--- src/hw/sar_adc_pkg.sv ---
// constants, field layouts and types of the sar converter control block
// Functional notes
// RL1: convert the selected input by successive approximation into an 8-bit result register.
// RL2: input at or above the high reference gives FFh, no overflow flag.
// RL3: input at or below the low reference gives 00h.
// RL4: result is monotonic in the input voltage.
// RL5: writing one to the start bit begins conversion and clears end-of-conversion.
// RL6: hardware sets end-of-conversion when a conversion finishes; result then valid.
// RL7: completion raises an interrupt only when the interrupt enable is set.
// RL8: a new start clears end-of-conversion and removes the pending interrupt.
// RL9: a start during a conversion abandons it and begins a fresh one.
// RL10: exactly one conversion per start; no repeating mode exists.
// RL11: start bit is write-only and always reads as zero.
// RL12: conversion lasts 70 us, as with an 8 MHz crystal.
// RL13: software powers the converter on at least one access before starting.
// RL14: software writes start and power-on in separate writes.
// RL15: software selects at most one analog input line at a time.
// RL16: power select bit off at zero, on at one, zero after reset.
// RL17: writing zero to end-of-conversion is ignored; only a start clears it.
// RL18: completion interrupt can wake from wait; converter disabled in stop.
// RL19: one result bit per step, msb first, eight steps, flag after last.
package sar_adc_pkg;

    // ****************
    // data widths
    // ****************
    localparam int unsigned RES_W    = 8;
    localparam int unsigned WB_AW    = 8;
    localparam int unsigned WB_DW    = 32;

    // ****************
    // timing
    // ****************
    localparam int unsigned CLK_PERIOD_NS = 50;
    localparam int unsigned CONV_TIME_NS  = 70000;
    localparam int unsigned SAR_STEPS     = 8;
    localparam int unsigned STEP_CYCLES   = CONV_TIME_NS / (SAR_STEPS * CLK_PERIOD_NS);

    // ****************
    // register byte addresses
    // ****************
    localparam logic [WB_AW-1:0] REG_CTRL   = 8'h00;
    localparam logic [WB_AW-1:0] REG_RESULT = 8'h04;
    localparam logic [WB_AW-1:0] REG_STATUS = 8'h08;
    localparam logic [WB_AW-1:0] REG_MASK   = 8'h0C;

    // ****************
    // control register fields and reset values
    // ****************
    localparam int unsigned CTRL_IRQ_EN_BIT = 7;
    localparam int unsigned CTRL_EOC_BIT    = 6;
    localparam int unsigned CTRL_START_BIT  = 5;
    localparam int unsigned CTRL_POWER_BIT  = 4;
    localparam logic        EOC_RESET       = 1'b1;
    localparam logic [RES_W-1:0] RESULT_RESET = 8'h00;
    localparam logic [RES_W-1:0] TRIAL_MSB    = 8'h80;
    localparam logic [2:0]       BIT_MSB      = 3'h7;

    // ****************
    // interrupt status and mask fields
    // ****************
    localparam int unsigned IRQ_W         = 2;
    localparam int unsigned IRQ_DONE_BIT  = 0;
    localparam int unsigned IRQ_ABORT_BIT = 1;

    typedef struct packed {
        logic       irq_en;
        logic       eoc;
        logic       start;
        logic       power;
        logic [3:0] rsv;
    } ctrl_t;

    typedef struct packed {
        logic             cyc;
        logic             stb;
        logic             we;
        logic [3:0]       sel;
        logic [WB_AW-1:0] adr;
        logic [WB_DW-1:0] dat;
    } wb_req_t;

    typedef enum logic {
        ST_IDLE,
        ST_CONVERT
    } conv_state_t;

endpackage

--- src/hw/sar_adc_control.sv ---
// sar converter control with wishbone registers and interrupt
`timescale 1ns/10ps
`default_nettype none
module sar_adc_control
    import sar_adc_pkg::*;
#(
    parameter int unsigned STEP_CYC = STEP_CYCLES
) (
    input  wire logic             clk_i,
    input  wire logic             rst_i,
    input  wire logic             cyc_i,
    input  wire logic             stb_i,
    input  wire logic             we_i,
    input  wire logic [3:0]       sel_i,
    input  wire logic [WB_AW-1:0] adr_i,
    input  wire logic [WB_DW-1:0] dat_i,
    output logic      [WB_DW-1:0] dat_o,
    output logic                  ack_o,
    input  wire logic             comp_i,
    input  wire logic             stop_mode_i,
    output logic      [RES_W-1:0] dac_code_o,
    output logic                  sample_o,
    output logic                  converter_power_o,
    output logic                  irq_o
);

    // ****************
    // bus request capture
    // ****************
    wb_req_t req;
    assign req = '{cyc: cyc_i, stb: stb_i, we: we_i, sel: sel_i, adr: adr_i, dat: dat_i};

    logic ack;
    wire  req_seen  = req.cyc && req.stb && !ack;
    wire  wr_fire   = req.cyc && req.stb && req.we && ack && req.sel[0];
    wire  hit_ctrl  = (req.adr == REG_CTRL);
    wire  hit_res   = (req.adr == REG_RESULT);
    wire  hit_stat  = (req.adr == REG_STATUS);
    wire  hit_mask  = (req.adr == REG_MASK);
    wire  wr_ctrl   = wr_fire && hit_ctrl;
    wire  wr_stat   = wr_fire && hit_stat;
    wire  wr_mask   = wr_fire && hit_mask;

    ctrl_t wr_ctrl_val;
    assign wr_ctrl_val = ctrl_t'(req.dat[RES_W-1:0]);

    // ****************
    // control state
    // ****************
    logic              conversion_irq_enable;
    logic              converter_power_select;
    logic              eoc;
    logic [RES_W-1:0]  result_data_reg;
    logic [IRQ_W-1:0]  irq_status;
    logic              abort_mask;

    // RL5 start pulse decode
    wire conversion_start_bit = wr_ctrl && wr_ctrl_val.start;
    wire powered              = converter_power_select && !stop_mode_i;

    // ****************
    // comparator synchroniser
    // ****************
    logic comp_s1;
    logic comp_s2;
    logic comp_s3;
    logic comp_level;
    wire  next_comp_level = (comp_s2 == comp_s3) ? comp_s3 : comp_level;

    always_ff @(posedge clk_i) begin
        if (rst_i) begin
            comp_s1    <= 1'b0;
            comp_s2    <= 1'b0;
            comp_s3    <= 1'b0;
            comp_level <= 1'b0;
        end else begin
            comp_s1    <= comp_i;
            comp_s2    <= comp_s1;
            comp_s3    <= comp_s2;
            comp_level <= next_comp_level;
        end
    end

    // ****************
    // approximation sequencer
    // ****************
    conv_state_t      state;
    conv_state_t      next_state;
    logic [RES_W-1:0] trial;
    logic [RES_W-1:0] next_trial;
    logic [2:0]       bit_idx;
    logic [2:0]       next_bit_idx;
    logic             step_tick;

    wire busy       = (state == ST_CONVERT);
    wire start_conv = conversion_start_bit && powered;
    wire last_step  = busy && step_tick && (bit_idx == 3'h0);

    // RL12 step length timer
    step_timer #(
        .STEP_CYCLES (STEP_CYC)
    ) u_step_timer (
        .clk_i     (clk_i),
        .rst_i     (rst_i),
        .restart_i (start_conv),
        .run_i     (busy),
        .tick_o    (step_tick)
    );

    // RL1 RL4 trial bit kept when input is at or above trial level
    wire [RES_W-1:0] bit_mask   = RES_W'(1) << bit_idx;
    wire [RES_W-1:0] kept_trial = comp_level ? trial : (trial & ~bit_mask);
    wire [RES_W-1:0] below_mask = bit_mask >> 1;

    // RL9 RL10 RL19 one msb-first pass per start, restart on new start
    always_comb begin
        next_state   = state;
        next_trial   = trial;
        next_bit_idx = bit_idx;
        if (start_conv) begin
            next_state   = ST_CONVERT;
            next_trial   = TRIAL_MSB;
            next_bit_idx = BIT_MSB;
        end else if (!powered) begin
            next_state = ST_IDLE;
        end else if (busy && step_tick) begin
            next_trial = kept_trial | below_mask;
            if (bit_idx == 3'h0) begin
                next_state = ST_IDLE;
            end else begin
                next_bit_idx = bit_idx - 3'h1;
            end
        end
    end

    always_ff @(posedge clk_i) begin
        if (rst_i) begin
            state   <= ST_IDLE;
            trial   <= '0;
            bit_idx <= BIT_MSB;
        end else begin
            state   <= next_state;
            trial   <= next_trial;
            bit_idx <= next_bit_idx;
        end
    end

    assign dac_code_o = trial;
    assign sample_o   = busy;

    // RL2 RL3 final code stored; all kept gives FFh, none kept gives 00h
    always_ff @(posedge clk_i) begin
        if (rst_i) begin
            result_data_reg <= RESULT_RESET;
        end else if (last_step && !start_conv) begin
            result_data_reg <= kept_trial;
        end
    end

    // ****************
    // control register
    // ****************
    // RL5 RL6 RL8 RL17 flag set by completion, cleared only by start
    wire next_eoc = conversion_start_bit ? 1'b0 :
                    (last_step && powered) ? 1'b1 : eoc;

    always_ff @(posedge clk_i) begin
        if (rst_i) begin
            eoc                    <= EOC_RESET;
            conversion_irq_enable  <= 1'b0;
            converter_power_select <= 1'b0;
            abort_mask             <= 1'b0;
        end else begin
            eoc <= next_eoc;
            if (wr_ctrl) begin
                conversion_irq_enable  <= wr_ctrl_val.irq_en;
                // RL16 power select write
                converter_power_select <= wr_ctrl_val.power;
            end else if (wr_mask) begin
                conversion_irq_enable  <= req.dat[IRQ_DONE_BIT];
            end
            if (wr_mask) begin
                abort_mask <= req.dat[IRQ_ABORT_BIT];
            end
        end
    end

    // RL18 converter off in stop mode
    assign converter_power_o = powered;

    // ****************
    // interrupt status
    // ****************
    wire [IRQ_W-1:0] irq_set;
    wire [IRQ_W-1:0] irq_mask;
    wire [IRQ_W-1:0] irq_clr;
    assign irq_set[IRQ_DONE_BIT]  = last_step && powered && !conversion_start_bit;
    assign irq_set[IRQ_ABORT_BIT] = conversion_start_bit && busy;
    assign irq_mask[IRQ_DONE_BIT]  = conversion_irq_enable;
    assign irq_mask[IRQ_ABORT_BIT] = abort_mask;
    // RL8 start removes the pending completion request
    assign irq_clr = (wr_stat ? req.dat[IRQ_W-1:0] : '0) |
                     (conversion_start_bit ? IRQ_W'(1) << IRQ_DONE_BIT : '0);

    always_ff @(posedge clk_i) begin
        if (rst_i) begin
            irq_status <= '0;
        end else begin
            irq_status <= irq_set | (irq_status & ~irq_clr);
        end
    end

    // RL7 RL18 level request gated by mask, usable as wake source
    assign irq_o = |(irq_status & irq_mask);

    // ****************
    // bus answer
    // ****************
    ctrl_t rd_ctrl;
    assign rd_ctrl = '{irq_en: conversion_irq_enable, eoc: eoc, start: 1'b0,
                       power: converter_power_select, rsv: 4'h0};

    // RL11 start position reads zero
    wire [WB_DW-1:0] rd_mux =
        hit_ctrl ? WB_DW'(rd_ctrl)         :
        hit_res  ? WB_DW'(result_data_reg) :
        hit_stat ? WB_DW'(irq_status)      :
        hit_mask ? WB_DW'(irq_mask)        : '0;

    always_ff @(posedge clk_i) begin
        if (rst_i) begin
            ack   <= 1'b0;
            dat_o <= '0;
        end else begin
            ack <= req_seen;
            if (req_seen) begin
                dat_o <= rd_mux;
            end
        end
    end

    assign ack_o = ack;
endmodule
`default_nettype wire

--- src/hw/step_timer.sv ---
// step timer giving one enable pulse per approximation step
`timescale 1ns/10ps
`default_nettype none
module step_timer #(
    parameter int unsigned STEP_CYCLES = 175
) (
    input  wire logic clk_i,
    input  wire logic rst_i,
    input  wire logic restart_i,
    input  wire logic run_i,
    output logic      tick_o
);
    localparam int unsigned CW = $clog2(STEP_CYCLES + 1);
    localparam logic [CW-1:0] LAST = CW'(STEP_CYCLES - 1);

    logic [CW-1:0] count;
    logic [CW-1:0] next_count;
    wire           at_last = (count == LAST);

    assign tick_o     = run_i && !restart_i && at_last;
    assign next_count = (restart_i || !run_i || at_last) ? '0 : count + CW'(1);

    always_ff @(posedge clk_i) begin
        if (rst_i) begin
            count <= '0;
        end else begin
            count <= next_count;
        end
    end
endmodule
`default_nettype wire

--- config.mk ---
export PLATFORM = sky130hd
export DESIGN_NAME = sar_adc_control
export DESIGN_NICKNAME = d
export VERILOG_FILES = /design/src/hw/sar_adc_pkg.sv /design/src/hw/sar_adc_control.sv /design/src/hw/step_timer.sv
export SDC_FILE = /design/constraint.sdc
export NUM_CORES = 1
export LEC_CHECK = 0
export BUFFER_PORTS_ARGS = -buffer_cell sky130_fd_sc_hd__clkbuf_2
export CELL_PAD_IN_SITES_DETAIL_PLACEMENT = 0
export CELL_PAD_IN_SITES_GLOBAL_PLACEMENT = 2
export CORE_MARGIN = 1
export CORE_UTILIZATION = 30
export CTS_CLUSTER_SIZE = 20
export DETAILED_ROUTE_END_ITERATION = 6
export PLACE_DENSITY_LB_ADDON = 0.1
export SYNTH_ARGS = -nofsm -noshare
export SYNTH_HDL_FRONTEND = slang
export SYNTH_SLANG_ARGS = --single-unit
--- constraint.sdc ---
create_clock -name clk_i -period 3.98 [get_ports clk_i]
set_input_delay 0.398 -clock clk_i [delete_from_list [all_inputs] [get_ports clk_i]]
set_output_delay 0.398 -clock clk_i [all_outputs]
set_load 0.005 [all_outputs]
# [Word level (Yosys, flattened, before mapping)]
# Cells that the tools add are included.
[classes] n_addsub=2 reduce_logical=39 muxes=18 n_bitwise=9 eq_ne=7 shift=1
[op_table] op="$mux W8" n=6
[op_table] op="$logic_and A1 B1 Y1" n=19
[op_table] op="$eq A8 B4 Y1 const B" n=2
[op_table] op="$mux W1" n=9
[op_table] op="$add A8 B1 Y8 const B" n=1
[op_table] op="$and A8 B8 Y8" n=1
[op_table] op="$eq A8 B3 Y1 const B" n=1
[op_table] op="$eq A8 B8 Y1 const B" n=1
[op_table] op="$logic_not A8 Y1" n=1
[op_table] op="$not A8 Y8" n=1
[op_table] op="$or A8 B7 Y8" n=1
[op_table] op="$reduce_bool A2 Y1" n=4
[op_table] op="$shl A1 B3 Y8 const A" n=1
[op_table] op="$mux W2" n=3
[op_table] op="$ne A3 B1 Y1 const B" n=2
[op_table] op="$reduce_and A2 Y1" n=3
[op_table] op="$reduce_or A2 Y1" n=3
[op_table] op="$logic_not A1 Y1" n=5
[op_table] op="$and A2 B2 Y2" n=2
[op_table] op="$logic_not A3 Y1" n=1
[op_table] op="$reduce_and A3 Y1" n=1
[op_table] op="$sub A3 B1 Y3 const B" n=1
[op_table] op="$logic_or A1 B1 Y1" n=2
[op_table] op="$not A2 Y2" n=1
[op_table] op="4 further kinds" n=4
[word_totals] elab_cells=93 out_inout_bits=44 reg_bits=71

# [Depth between registers and ports, before layout]
# Gate-level depths: netlist (run 1).
[depth] ltp_word=15 ltp_mapped=7 depth_no_buf=6

# [By module]
# Synthesis (run 1) repeated with hierarchy kept, for this count alone.
[unflattened] hier_cells=309 hier_area_um2=2557.5
[by_module_without_submodules] mod="sar_adc_control" seq_area_each_um2=780.7 cells_per_inst=262 n_inst=1 area_per_inst_um2=2147.1
[by_module_without_submodules] mod="step_timer" seq_area_each_um2=160.2 cells_per_inst=47 n_inst=1 area_per_inst_um2=410.4

# [Worst setup path before layout (run 1)]
# Ideal clock, no wire load.
[synth_timing] path_kind="input port to flip-flop" from="input port adr_i[1]" to="register bit_idx[2]" cell_stages=5 arrival_ns=1.428 setup_ns=0.122 slack_ns=2.430 path_buffers=1 cell_sequence="nor4_4 > and4_1 > buf_6 > nor2_4 > a311o_1"
[synth_between] elab_chain_cells=9 elab_cells_between_ends=10 classes_between="reduce/logical: 10"
[synth_rtl] element="start: declaration" line_no="sar_adc_control.sv:15" text="input wire logic [WB_AW-1:0] adr_i,"
[synth_rtl] element="$logic_not A8 Y1 (*)" line_no="sar_adc_control.sv:36" text="wire hit_ctrl = (req.adr == REG_CTRL);"
[synth_rtl] element="$logic_and A1 B1 Y1 (*)" line_no="sar_adc_control.sv:40" text="wire wr_ctrl = wr_fire && hit_ctrl;"
[synth_rtl] element="$logic_and A1 B1 Y1 (*)" line_no="sar_adc_control.sv:58" text="wire conversion_start_bit = wr_ctrl && wr_ctrl_val.start;"
[synth_rtl] element="$logic_and A1 B1 Y1 (*)" line_no="sar_adc_control.sv:96" text="wire start_conv = conversion_start_bit && powered;"
[synth_rtl] element="$logic_not A1 Y1" line_no="step_timer.sv:20" text="assign tick_o = run_i && !restart_i && at_last;"
[synth_rtl] element="$logic_and A1 B1 Y1 (2 in a row)" line_no="step_timer.sv:20"
[synth_rtl] element="$logic_and A1 B1 Y1" line_no="sar_adc_control.sv:126" text="end else if (busy && step_tick) begin"
[synth_rtl] element="$reduce_and A3 Y1 (no line)"
[synth_rtl] element="end signal: assignment" line_no="sar_adc_control.sv:144" text="bit_idx <= next_bit_idx;"
[synth_rtl] element="end: declaration" line_no="sar_adc_control.sv:91" text="logic [2:0] bit_idx;"
# Every way passes the cells marked *; elsewhere a longest branch is shown, timed or not.
# A chain may end at the register's enable or synchronous reset.

# [Final worst setup path (run 1)]
[layout_timing] from="register u_step_timer.count[0]" to="register bit_idx[2]"
[layout_between] elab_chain_cells=4
[layout_rtl] element="start: declaration" line_no="step_timer.sv:16" text="logic [CW-1:0] count;"
[layout_rtl] element="start signal: assignment" line_no="step_timer.sv:27" text="count <= next_count;"
[layout_rtl] element="$eq A8 B8 Y1" line_no="step_timer.sv:18" text="wire at_last = (count == LAST);"
[layout_rtl] element="$logic_and A1 B1 Y1" line_no="step_timer.sv:20"
[layout_rtl] element="$logic_and A1 B1 Y1" line_no="sar_adc_control.sv:126"
[layout_rtl] element="$reduce_and A3 Y1 (no line)"
# No other way between the ends.

==> results.sh, run 1 <==
export IMPL_netlist_instances=280
export IMPL_post_cts_buffers=0
export IMPL_cpLargestDelayFamily="simple AND/OR/NAND/NOR gates"
export IMPL_area_growth_pct=12.0
export IMPL_finalHoldViolations=0
export IMPL_placed_area_um2=2650
export IMPL_setup_tns_ns=0
export IMPL_critPathSlowestCell="nor3_2"
export IMPL_placementRows=32
export IMPL_crit_path_max_fanout=12
export IMPL_vias=1994
export IMPL_ioPinCount=95
export IMPL_nets=373
export IMPL_min_path_type="in -> reg"
export IMPL_fin_worst_skew_ns=0.0126
export IMPL_tightest_slew_ns=0.856
export IMPL_synthDistinctLibCells=55
export IMPL_initial_core_util=0.314
export IMPL_drv_slew=0
export IMPL_period_share=0.536
export IMPL_yosys_area_top_type="dfxtp_1"
export IMPL_htree_levels=2
export IMPL_yosysSeqAreaShare=0.381
export IMPL_grt_setup_unrepaired="no"
export IMPL_grt_ovfl_total=0
export IMPL_post_cts_resized=0
export IMPL_p_seq_frac=0.532
export IMPL_drv_cap=0
export IMPL_io_buffers=40
export IMPL_gp_congestion=0.709
export IMPL_dr_first_iter_drc_count=69
export IMPL_crit_chain="inv_1 -> ha_1 -> nand4_1 -> nor3_2 -> a31oi_1 -> a311o_1"
export IMPL_relSlewSlack=0.427
export IMPL_power_uw=887
export IMPL_die_area_um2=8590
export IMPL_p_switching_uw=210
export IMPL_setup_viol=0
export IMPL_final_area_um2=2760
export IMPL_p_leak_uw=0.00111
export IMPL_grt_pass1_wl_um=9510
export IMPL_seqCellArea_um2=941
export IMPL_cts_root_buffer="clkbuf_8"
export IMPL_dp_hpwl_um=4280
export IMPL_nFillCells=880
export IMPL_critPathArrivalTime_ns=2.33
export IMPL_cts_tree="yes"
export IMPL_synthTopCellsByArea="dfxtp_1, buf_4, a21oi_1, nand2_1, ha_1"
export IMPL_p_comb_frac=0.052
export IMPL_ys_async_sr_fraction=0
export IMPL_grt_util_all_layers=0.139
export IMPL_cpPeakStageDelay_ns=0.75
export IMPL_die_y_um=92.7
export IMPL_clkSinkCount=47
export IMPL_core_um2=7850
export IMPL_grt_pass1_vias=1809
export IMPL_viasPerCell=4.77
export IMPL_crit_path_end_kind="flip-flop"
export IMPL_yosysWarnings=0
export IMPL_switching_share=0.237
export IMPL_numCtsBuffers=5
export IMPL_ys_flop_type="dfxtp_1"
export IMPL_synth_ff_latch_count=47
export IMPL_outcome="finished clean"
export IMPL_clock_latency_ns=0.31
export IMPL_dieWidth_um=92.7
export IMPL_worstSetupPathType="reg -> reg"
export IMPL_syn_cell_area_um2=2470
export IMPL_multi_input_area_um2=1340
export IMPL_layout_commonest_cell="dfxtp_1"
export IMPL_antenna_cells=0
export IMPL_stdcell_count=418
export IMPL_drt_first_pass_iters=4
export IMPL_cts_max_path_buffers=2
export IMPL_max_freq_mhz=469
export IMPL_synth_top_area_share=0.381
export IMPL_crit_buf_inv=1
export IMPL_drt_total_wl_um=5860
export IMPL_drc=0
export IMPL_cp_required_ns=4.18
export IMPL_antenna_found_initial=0
export IMPL_intPower_uw=677
export IMPL_peakVddDrop_mv=0.229
export IMPL_power_density_nw_per_um2=321
export IMPL_cts_hold_buffers=0
export IMPL_finalCriticalPeriod_ns=2.13
export IMPL_start_kind="flip-flop"
export IMPL_hold_ws_ns=0.298
export IMPL_clk_pin_slew_ns=0.10
export IMPL_clock_power_share=0.416
export IMPL_synth_area_per_cell_um2=8.81
export IMPL_ant_nets=0
export IMPL_drive_above_1_share=0.218
export IMPL_layout_common_cells="dfxtp_1, clkbuf_2, nand2_1"
export IMPL_dp_cells=410
export IMPL_avgRoutedWirePerCell_um=14.0
export IMPL_grt_max_degree=23
export IMPL_synth_edf_count=0
-- synthesized netlist by cell type (3+ instances only) --
cell type	count
nor2b_1	5
clkbuf_1	4
o31ai_1	3
buf_4	24
nor2_1	16
ha_1	7
dfxtp_1	47
nor3_1	5
inv_1	9
nand4_1	9
o21ai_0	3
a22o_1	3
xor2_1	4
nand2_1	32
mux2i_1	8
a211oi_1	7
nand3_1	11
nand2b_1	3
a21oi_1	25
mux2_2	5
buf_2	4
a21boi_0	4
-- routing by layer --
| layer | global-route usage | wire length (um) | vias to the layer above |
|---|---|---|---|
| met5 | 0 | 0 | - |
| li1 | - | - | 1018 |
| met3 | 0.0279 | 256 | 4 |
| met1 | 0.196 | 3020 | 923 |
| met2 | 0.218 | 2530 | 49 |
| met4 | 0.0346 | 48 | 0 |
-- through the flow --
step	util	setup slack [ns]
global placement	0.337	1.63
CTS	0.352	1.85
detailed placement	0.337	1.66
floorplan	-	2.43
global route	0.352	1.63
finish	0.352	1.85
-- cells by family after synthesis --
kind of cell    count (synthesis)  synth area share
simple gates                   98             0.218
buf+inv                        45             0.111
mux                            13            0.0553
flops                          47             0.381
compound gates                 63             0.176
other cells                     1           0.00152
xor+xnor                        6            0.0213
fa+ha+maj                       7            0.0355
-- final timing paths --
kind                         startpoint         end  slack (ns)  cells past startpoint
setup / recovery  u_step_timer.count[0]  bit_idx[2]        1.85                      6
hold / removal                   comp_i     comp_s1        0.30                      2
setup reg to reg  u_step_timer.count[0]  bit_idx[2]        1.85                      6
hold reg to reg                 comp_s1     comp_s2        0.45                      1
-- layout make-up --
class                   instances  share of cell area
repair buffers                 40              0.0725
multi-input cells             211               0.485
inverters                      10              0.0136
clock inverters                 3              0.0172
flip-flops and latches         47               0.341
well taps                     102              0.0462
clock buffers                   5              0.0249
-- power groups by stage --
| stage | clock, uW | combinational, uW | sequential, uW |
|---|---|---|---|
| final | 369 | 45.8 | 472 |
| after floorplan | 0 | 44.0 | 483 |
| after CTS | 383 | 46.2 | 472 |
| after global routing | 396 | 51.8 | 473 |
| after detailed placement | 0 | 45.8 | 483 |
| after global placement | 0 | 46.1 | 483 |
Power figures use the tool's default switching activity.
==> run 2: changes to the inputs <==
--- a/config.mk
+++ b/config.mk
@@ -9,7 +9,7 @@
 export CELL_PAD_IN_SITES_DETAIL_PLACEMENT = 0
 export CELL_PAD_IN_SITES_GLOBAL_PLACEMENT = 2
 export CORE_MARGIN = 1
-export CORE_UTILIZATION = 30
+export CORE_UTILIZATION = 28
 export CTS_CLUSTER_SIZE = 20
 export DETAILED_ROUTE_END_ITERATION = 6
 export PLACE_DENSITY_LB_ADDON = 0.1
==> constraint.sdc (replaced) <==
create_clock -name clk_i -period 2.2 [get_ports clk_i]
set_input_delay 0.22 -clock clk_i [delete_from_list [all_inputs] [get_ports clk_i]]
set_output_delay 0.22 -clock clk_i [all_outputs]
set_load 0.005 [all_outputs]
==> run 2 against run 1 <==
Core utilization decreased by 1.8 points. First-iteration DRC count is 8.7% lower. Final cell count rose by 2.6%. Total power increased by 68%. Combinational power is 95% higher. Clock skew fell by 0.0021 ns. Die area increased by 7.0%. Largest cell class unchanged. Global-route usage is 0.13 points lower.
==> results.sh, run 2 (synthesis results as in run 1) <==
export IMPL_outcome="finished clean"
export IMPL_clkSinkCount=47
export IMPL_critPathSlowestCell="nor3_1"
export IMPL_placed_area_um2=2710
export IMPL_finalCriticalPeriod_ns=1.84
export IMPL_die_area_um2=9190
export IMPL_dp_hpwl_um=4410
export IMPL_drv_slew=0
export IMPL_clk_pin_slew_ns=0.09
export IMPL_core_um2=8380
export IMPL_drive_above_1_share=0.238
export IMPL_gp_congestion=0.741
export IMPL_fin_util=0.334
export IMPL_grt_ovfl_total=0
export IMPL_drt_first_pass_iters=4
export IMPL_cpLargestDelayFamily="simple AND/OR/NAND/NOR gates"
export IMPL_crit_buf_inv=1
export IMPL_crit_chain="inv_1 -> ha_1 -> nand2b_1 -> nor3_1 -> o21ai_2 -> mux2i_1"
export IMPL_wl_met1_um=2900
export IMPL_topRoutingLayerUsed="met4"
export IMPL_vias=1984
export IMPL_initial_core_util=0.294
export IMPL_antenna_cells=0
export IMPL_avgRoutedWirePerCell_um=13.7
export IMPL_viasPerCell=4.62
export IMPL_max_freq_mhz=543
export IMPL_critPathArrivalTime_ns=2.02
export IMPL_die_y_um=95.9
export IMPL_post_cts_buffers=0
export IMPL_layout_commonest_cell="dfxtp_1"
export IMPL_cts_tree="yes"
export IMPL_peakVddDrop_mv=0.258
export IMPL_power_density_nw_per_um2=532
export IMPL_grt_pass1_vias=1920
export IMPL_crit_path_max_fanout=6
export IMPL_wl_met2_um=2650
export IMPL_setup_tns_ns=0
export IMPL_htree_levels=2
export IMPL_grt_setup_unrepaired="no"
export IMPL_finalHoldViolations=0
export IMPL_p_leak_uw=0.00113
export IMPL_cts_max_path_buffers=2
export IMPL_setup_viol=0
export IMPL_power_uw=1490
export IMPL_placementRows=33
export IMPL_nets=381
export IMPL_start_kind="flip-flop"
export IMPL_area_growth_pct=13.6
export IMPL_cp_required_ns=2.38
export IMPL_drt_total_wl_um=5900
export IMPL_layout_common_cells="dfxtp_1, clkbuf_2, nand2_1"
export IMPL_crit_path_end_kind="flip-flop"
export IMPL_nFillCells=933
export IMPL_cts_hold_buffers=0
export IMPL_drv_cap=0
export IMPL_ioPinCount=95
export IMPL_grt_pass1_wl_um=9620
export IMPL_antenna_found_initial=0
export IMPL_worstSetupPathType="reg -> reg"
export IMPL_fin_worst_skew_ns=0.0105
export IMPL_clock_latency_ns=0.30
export IMPL_cts_root_buffer="clkbuf_8"
export IMPL_post_cts_resized=0
export IMPL_dr_wl_met3_um=281
export IMPL_drc=0
export IMPL_ant_nets=0
export IMPL_numCtsBuffers=5
export IMPL_grt_max_degree=22
export IMPL_dr_first_iter_drc_count=63
export IMPL_cpPeakStageDelay_ns=0.39
export IMPL_dieWidth_um=95.9
export IMPL_final_area_um2=2800
export IMPL_io_buffers=40
export IMPL_period_share=0.836
export IMPL_grt_util_all_layers=0.138
export IMPL_min_path_type="in -> reg"
-- run 2: power breakdown --
part / total [uW] / internal [uW] / switching [uW]
clock network: 548 / 228 / 320
registers: 854 / 853 / 1.32
logic: 89.3 / 32.3 / 57.0
total: 1490 / 1110 / 378
-- run 2: stage by stage --
stage	cells	setup slack (ns)	hold WS (ns)
global route	429	0.230	0.116
finish	429	0.360	0.125
global placement	421	0.426	0.418
CTS	429	0.369	0.116
detailed placement	421	0.418	0.426
floorplan	303	0.658	0.296
-- run 2: worst paths after layout --
| check | start | end | slack (ns) | cells past startpoint |
|---|---|---|---|---|
| worst max register to register | bit_idx[0] | result_data_reg[4] | 0.36 | 6 |
| worst min-delay path | comp_i | comp_s1 | 0.12 | 2 |
| worst max-delay path | bit_idx[0] | result_data_reg[4] | 0.36 | 6 |
| worst min register to register | comp_s1 | comp_s2 | 0.44 | 1 |
-- run 2: worst reg2reg max path: cells and delay by family (launching register included) --
family	cells	cell delay, ns
buffers and inverters	1	0.11
muxes	1	0.16
adders and majority gates	1	0.26
DFF	1	0.36
and+or+nand+nor	2	0.59
AOI/OAI and AO/OA	1	0.23
-- run 2: per-layer routing --
| layer | GRT usage | up-vias |
|---|---|---|
| met3 | 0.0276 | 7 |
| met1 | 0.180 | 899 |
| met5 | 0 | - |
| met4 | 0.0410 | 0 |
| met2 | 0.229 | 50 |
| li1 | - | 1028 |
-- run 2: cell type report --
type | count | area (um2) | area share
Inverter | 10 | 37.5 | 0.0134
Timing Repair Buffer | 48 | 260 | 0.0929
Multi-Input combinational cell | 211 | 1340 | 0.478
Tap cell | 105 | 131 | 0.0469
Sequential cell | 47 | 941 | 0.336
Clock inverter | 3 | 23.8 | 0.00848
Clock buffer | 5 | 68.8 | 0.0246
==> run 3: changes to the inputs <==
==> constraint.sdc (replaced) <==
create_clock -name clk_i -period 1.7 [get_ports clk_i]
set_input_delay 0.17 -clock clk_i [delete_from_list [all_inputs] [get_ports clk_i]]
set_output_delay 0.17 -clock clk_i [all_outputs]
set_load 0.005 [all_outputs]
==> run 3 against run 2 <==
Via count rose by 5.5%. Clock skew fell by 0.0026 ns. Register-to-register slack worse by 0.27 ns. Combinational power up 34%. Global-route usage increased by 0.12 points.
==> results.sh, run 3 (synthesis results as in run 1) <==
export IMPL_cts_hold_buffers=0
export IMPL_start_kind="flip-flop"
export IMPL_p_leak_uw=0.00123
export IMPL_tightest_slew_ns=0.507
export IMPL_cts_tree="yes"
export IMPL_ant_nets=0
export IMPL_worstSetupPathType="reg -> reg"
export IMPL_crit_path_max_fanout=7
export IMPL_switching_share=0.255
export IMPL_antenna_found_initial=0
export IMPL_min_path_type="in -> reg"
export IMPL_grt_util_all_layers=0.139
export IMPL_dp_hpwl_um=4520
export IMPL_cpLargestDelayFamily="simple AND/OR/NAND/NOR gates"
export IMPL_cts_root_buffer="clkbuf_8"
export IMPL_gp_congestion=0.773
export IMPL_clkSinkCount=47
export IMPL_power_density_nw_per_um2=652
export IMPL_io_buffers=40
export IMPL_grt_pass1_vias=1960
export IMPL_placementRows=33
export IMPL_crit_path_end_kind="flip-flop"
export IMPL_fin_util=0.354
export IMPL_drive_above_1_share=0.307
export IMPL_crit_buf_inv=2
export IMPL_cts_max_path_buffers=2
export IMPL_htree_levels=2
export IMPL_crit_chain="inv_1 -> ha_2 -> nand4_1 -> buf_4 -> or3_4 -> nor2_4 -> a311o_1"
export IMPL_clk_pin_slew_ns=0.10
export IMPL_r2r_start="u_step_timer.count[0]"
export IMPL_power_uw=1940
export IMPL_area_growth_pct=20.4
export IMPL_finalCriticalPeriod_ns=1.61
export IMPL_hp_start="comp_i"
export IMPL_layout_common_cells="dfxtp_1, clkbuf_2, nand2_1"
export IMPL_p_switching_uw=493
export IMPL_grt_ovfl_total=0
export IMPL_numCtsBuffers=5
export IMPL_dp_cells=435
export IMPL_die_area_um2=9190
export IMPL_holdPathEnd="comp_s1"
export IMPL_die_y_um=95.9
export IMPL_fin_worst_skew_ns=0.00798
export IMPL_ioPinCount=95
export IMPL_vias=2093
export IMPL_drt_total_wl_um=6080
export IMPL_cpPeakStageDelay_ns=0.36
export IMPL_grt_max_degree=20
export IMPL_outcome="finished clean"
export IMPL_p_seq_frac=0.571
export IMPL_finalHoldViolations=0
export IMPL_regToRegEndpoint="bit_idx[2]"
export IMPL_dr_first_iter_drc_count=56
export IMPL_drc=0
export IMPL_antenna_cells=0
export IMPL_relSlewSlack=0.661
export IMPL_core_um2=8380
export IMPL_layout_commonest_cell="dfxtp_1"
export IMPL_nFillCells=920
export IMPL_hold_depth=2
export IMPL_intPower_uw=1440
export IMPL_critPathSlowestCell="or3_4"
export IMPL_drv_cap=0
export IMPL_clock_power_share=0.368
export IMPL_grt_pass1_wl_um=9860
export IMPL_max_freq_mhz=620
export IMPL_avgRoutedWirePerCell_um=13.6
export IMPL_p_comb_frac=0.062
export IMPL_critPathArrivalTime_ns=1.86
export IMPL_peakVddDrop_mv=0.353
export IMPL_dieWidth_um=95.9
export IMPL_clock_latency_ns=0.30
export IMPL_ff2ff_path_depth=7
export IMPL_reg2reg_slack_ns=0.09
export IMPL_nets=399
export IMPL_stdcell_count=447
export IMPL_period_share=0.948
export IMPL_viasPerCell=4.68
export IMPL_initial_core_util=0.294
export IMPL_drv_slew=0
export IMPL_drt_first_pass_iters=4
export IMPL_setup_viol=0
export IMPL_cp_required_ns=1.95
## run 3: worst max path at each step
stage	from	end	slack, ns	depth (start not counted)
after CTS	u_step_timer.count[0]	result_data_reg[7]	0.003	6
after detailed placement	u_step_timer.count[0]	result_data_reg[6]	0.03	6
final	u_step_timer.count[0]	bit_idx[2]	0.09	7
after global routing	u_step_timer.count[4]	result_data_reg[7]	-0.005	4
after floorplan	bit_idx[0]	result_data_reg[0]	0.16	6
after global placement	u_step_timer.count[0]	bit_idx[2]	0.02	6
## run 3: area by class of cell
type	instances	area, um2	area share
repair buffers	66	397	0.134
inverters	10	37.5	0.0126
multi-input cells	211	1370	0.461
flip-flops and latches	47	943	0.318
clock inverters	3	23.8	0.00800
well taps	105	131	0.0442
clock buffers	5	68.8	0.0232
## run 3: routing by layer
layer  vias up  global-route usage  wire length, um
li1       1074                   -                -
met1       965               0.191             3080
met2        50               0.227             2730
met3         4              0.0237              211
met4         0              0.0336               49
met5         -                   0                0
## run 3: power groups by stage
stage,clock network [uW],logic (uW),registers [uW]
2_1_floorplan,0,103,1130
3_3_place_gp,0,120,1130
3_5_place_dp,0,121,1130
4_1_cts,747,121,1110
5_1_grt,795,136,1110
6_report,712,120,1110
## run 3: timing repair
item                       in CTS  in global routing
buffers inserted                0                  3
hold endpoints to repair        0                  0
setup endpoints to repair       0                 15
gates resized for setup         0                 12
## run 3: per-stage QoR
step	setup WS (ns)	instance area, um2	hold slack (ns)	TNS [ns]
floorplan	0.158	2550	0.246	0
global placement	0.0181	2820	0.389	0
detailed placement	0.0300	2820	0.394	0
CTS	0.00312	2910	0.0732	0
global route	-0.00505	2970	0.0930	-0.00505
finish	0.0877	2970	0.0830	0
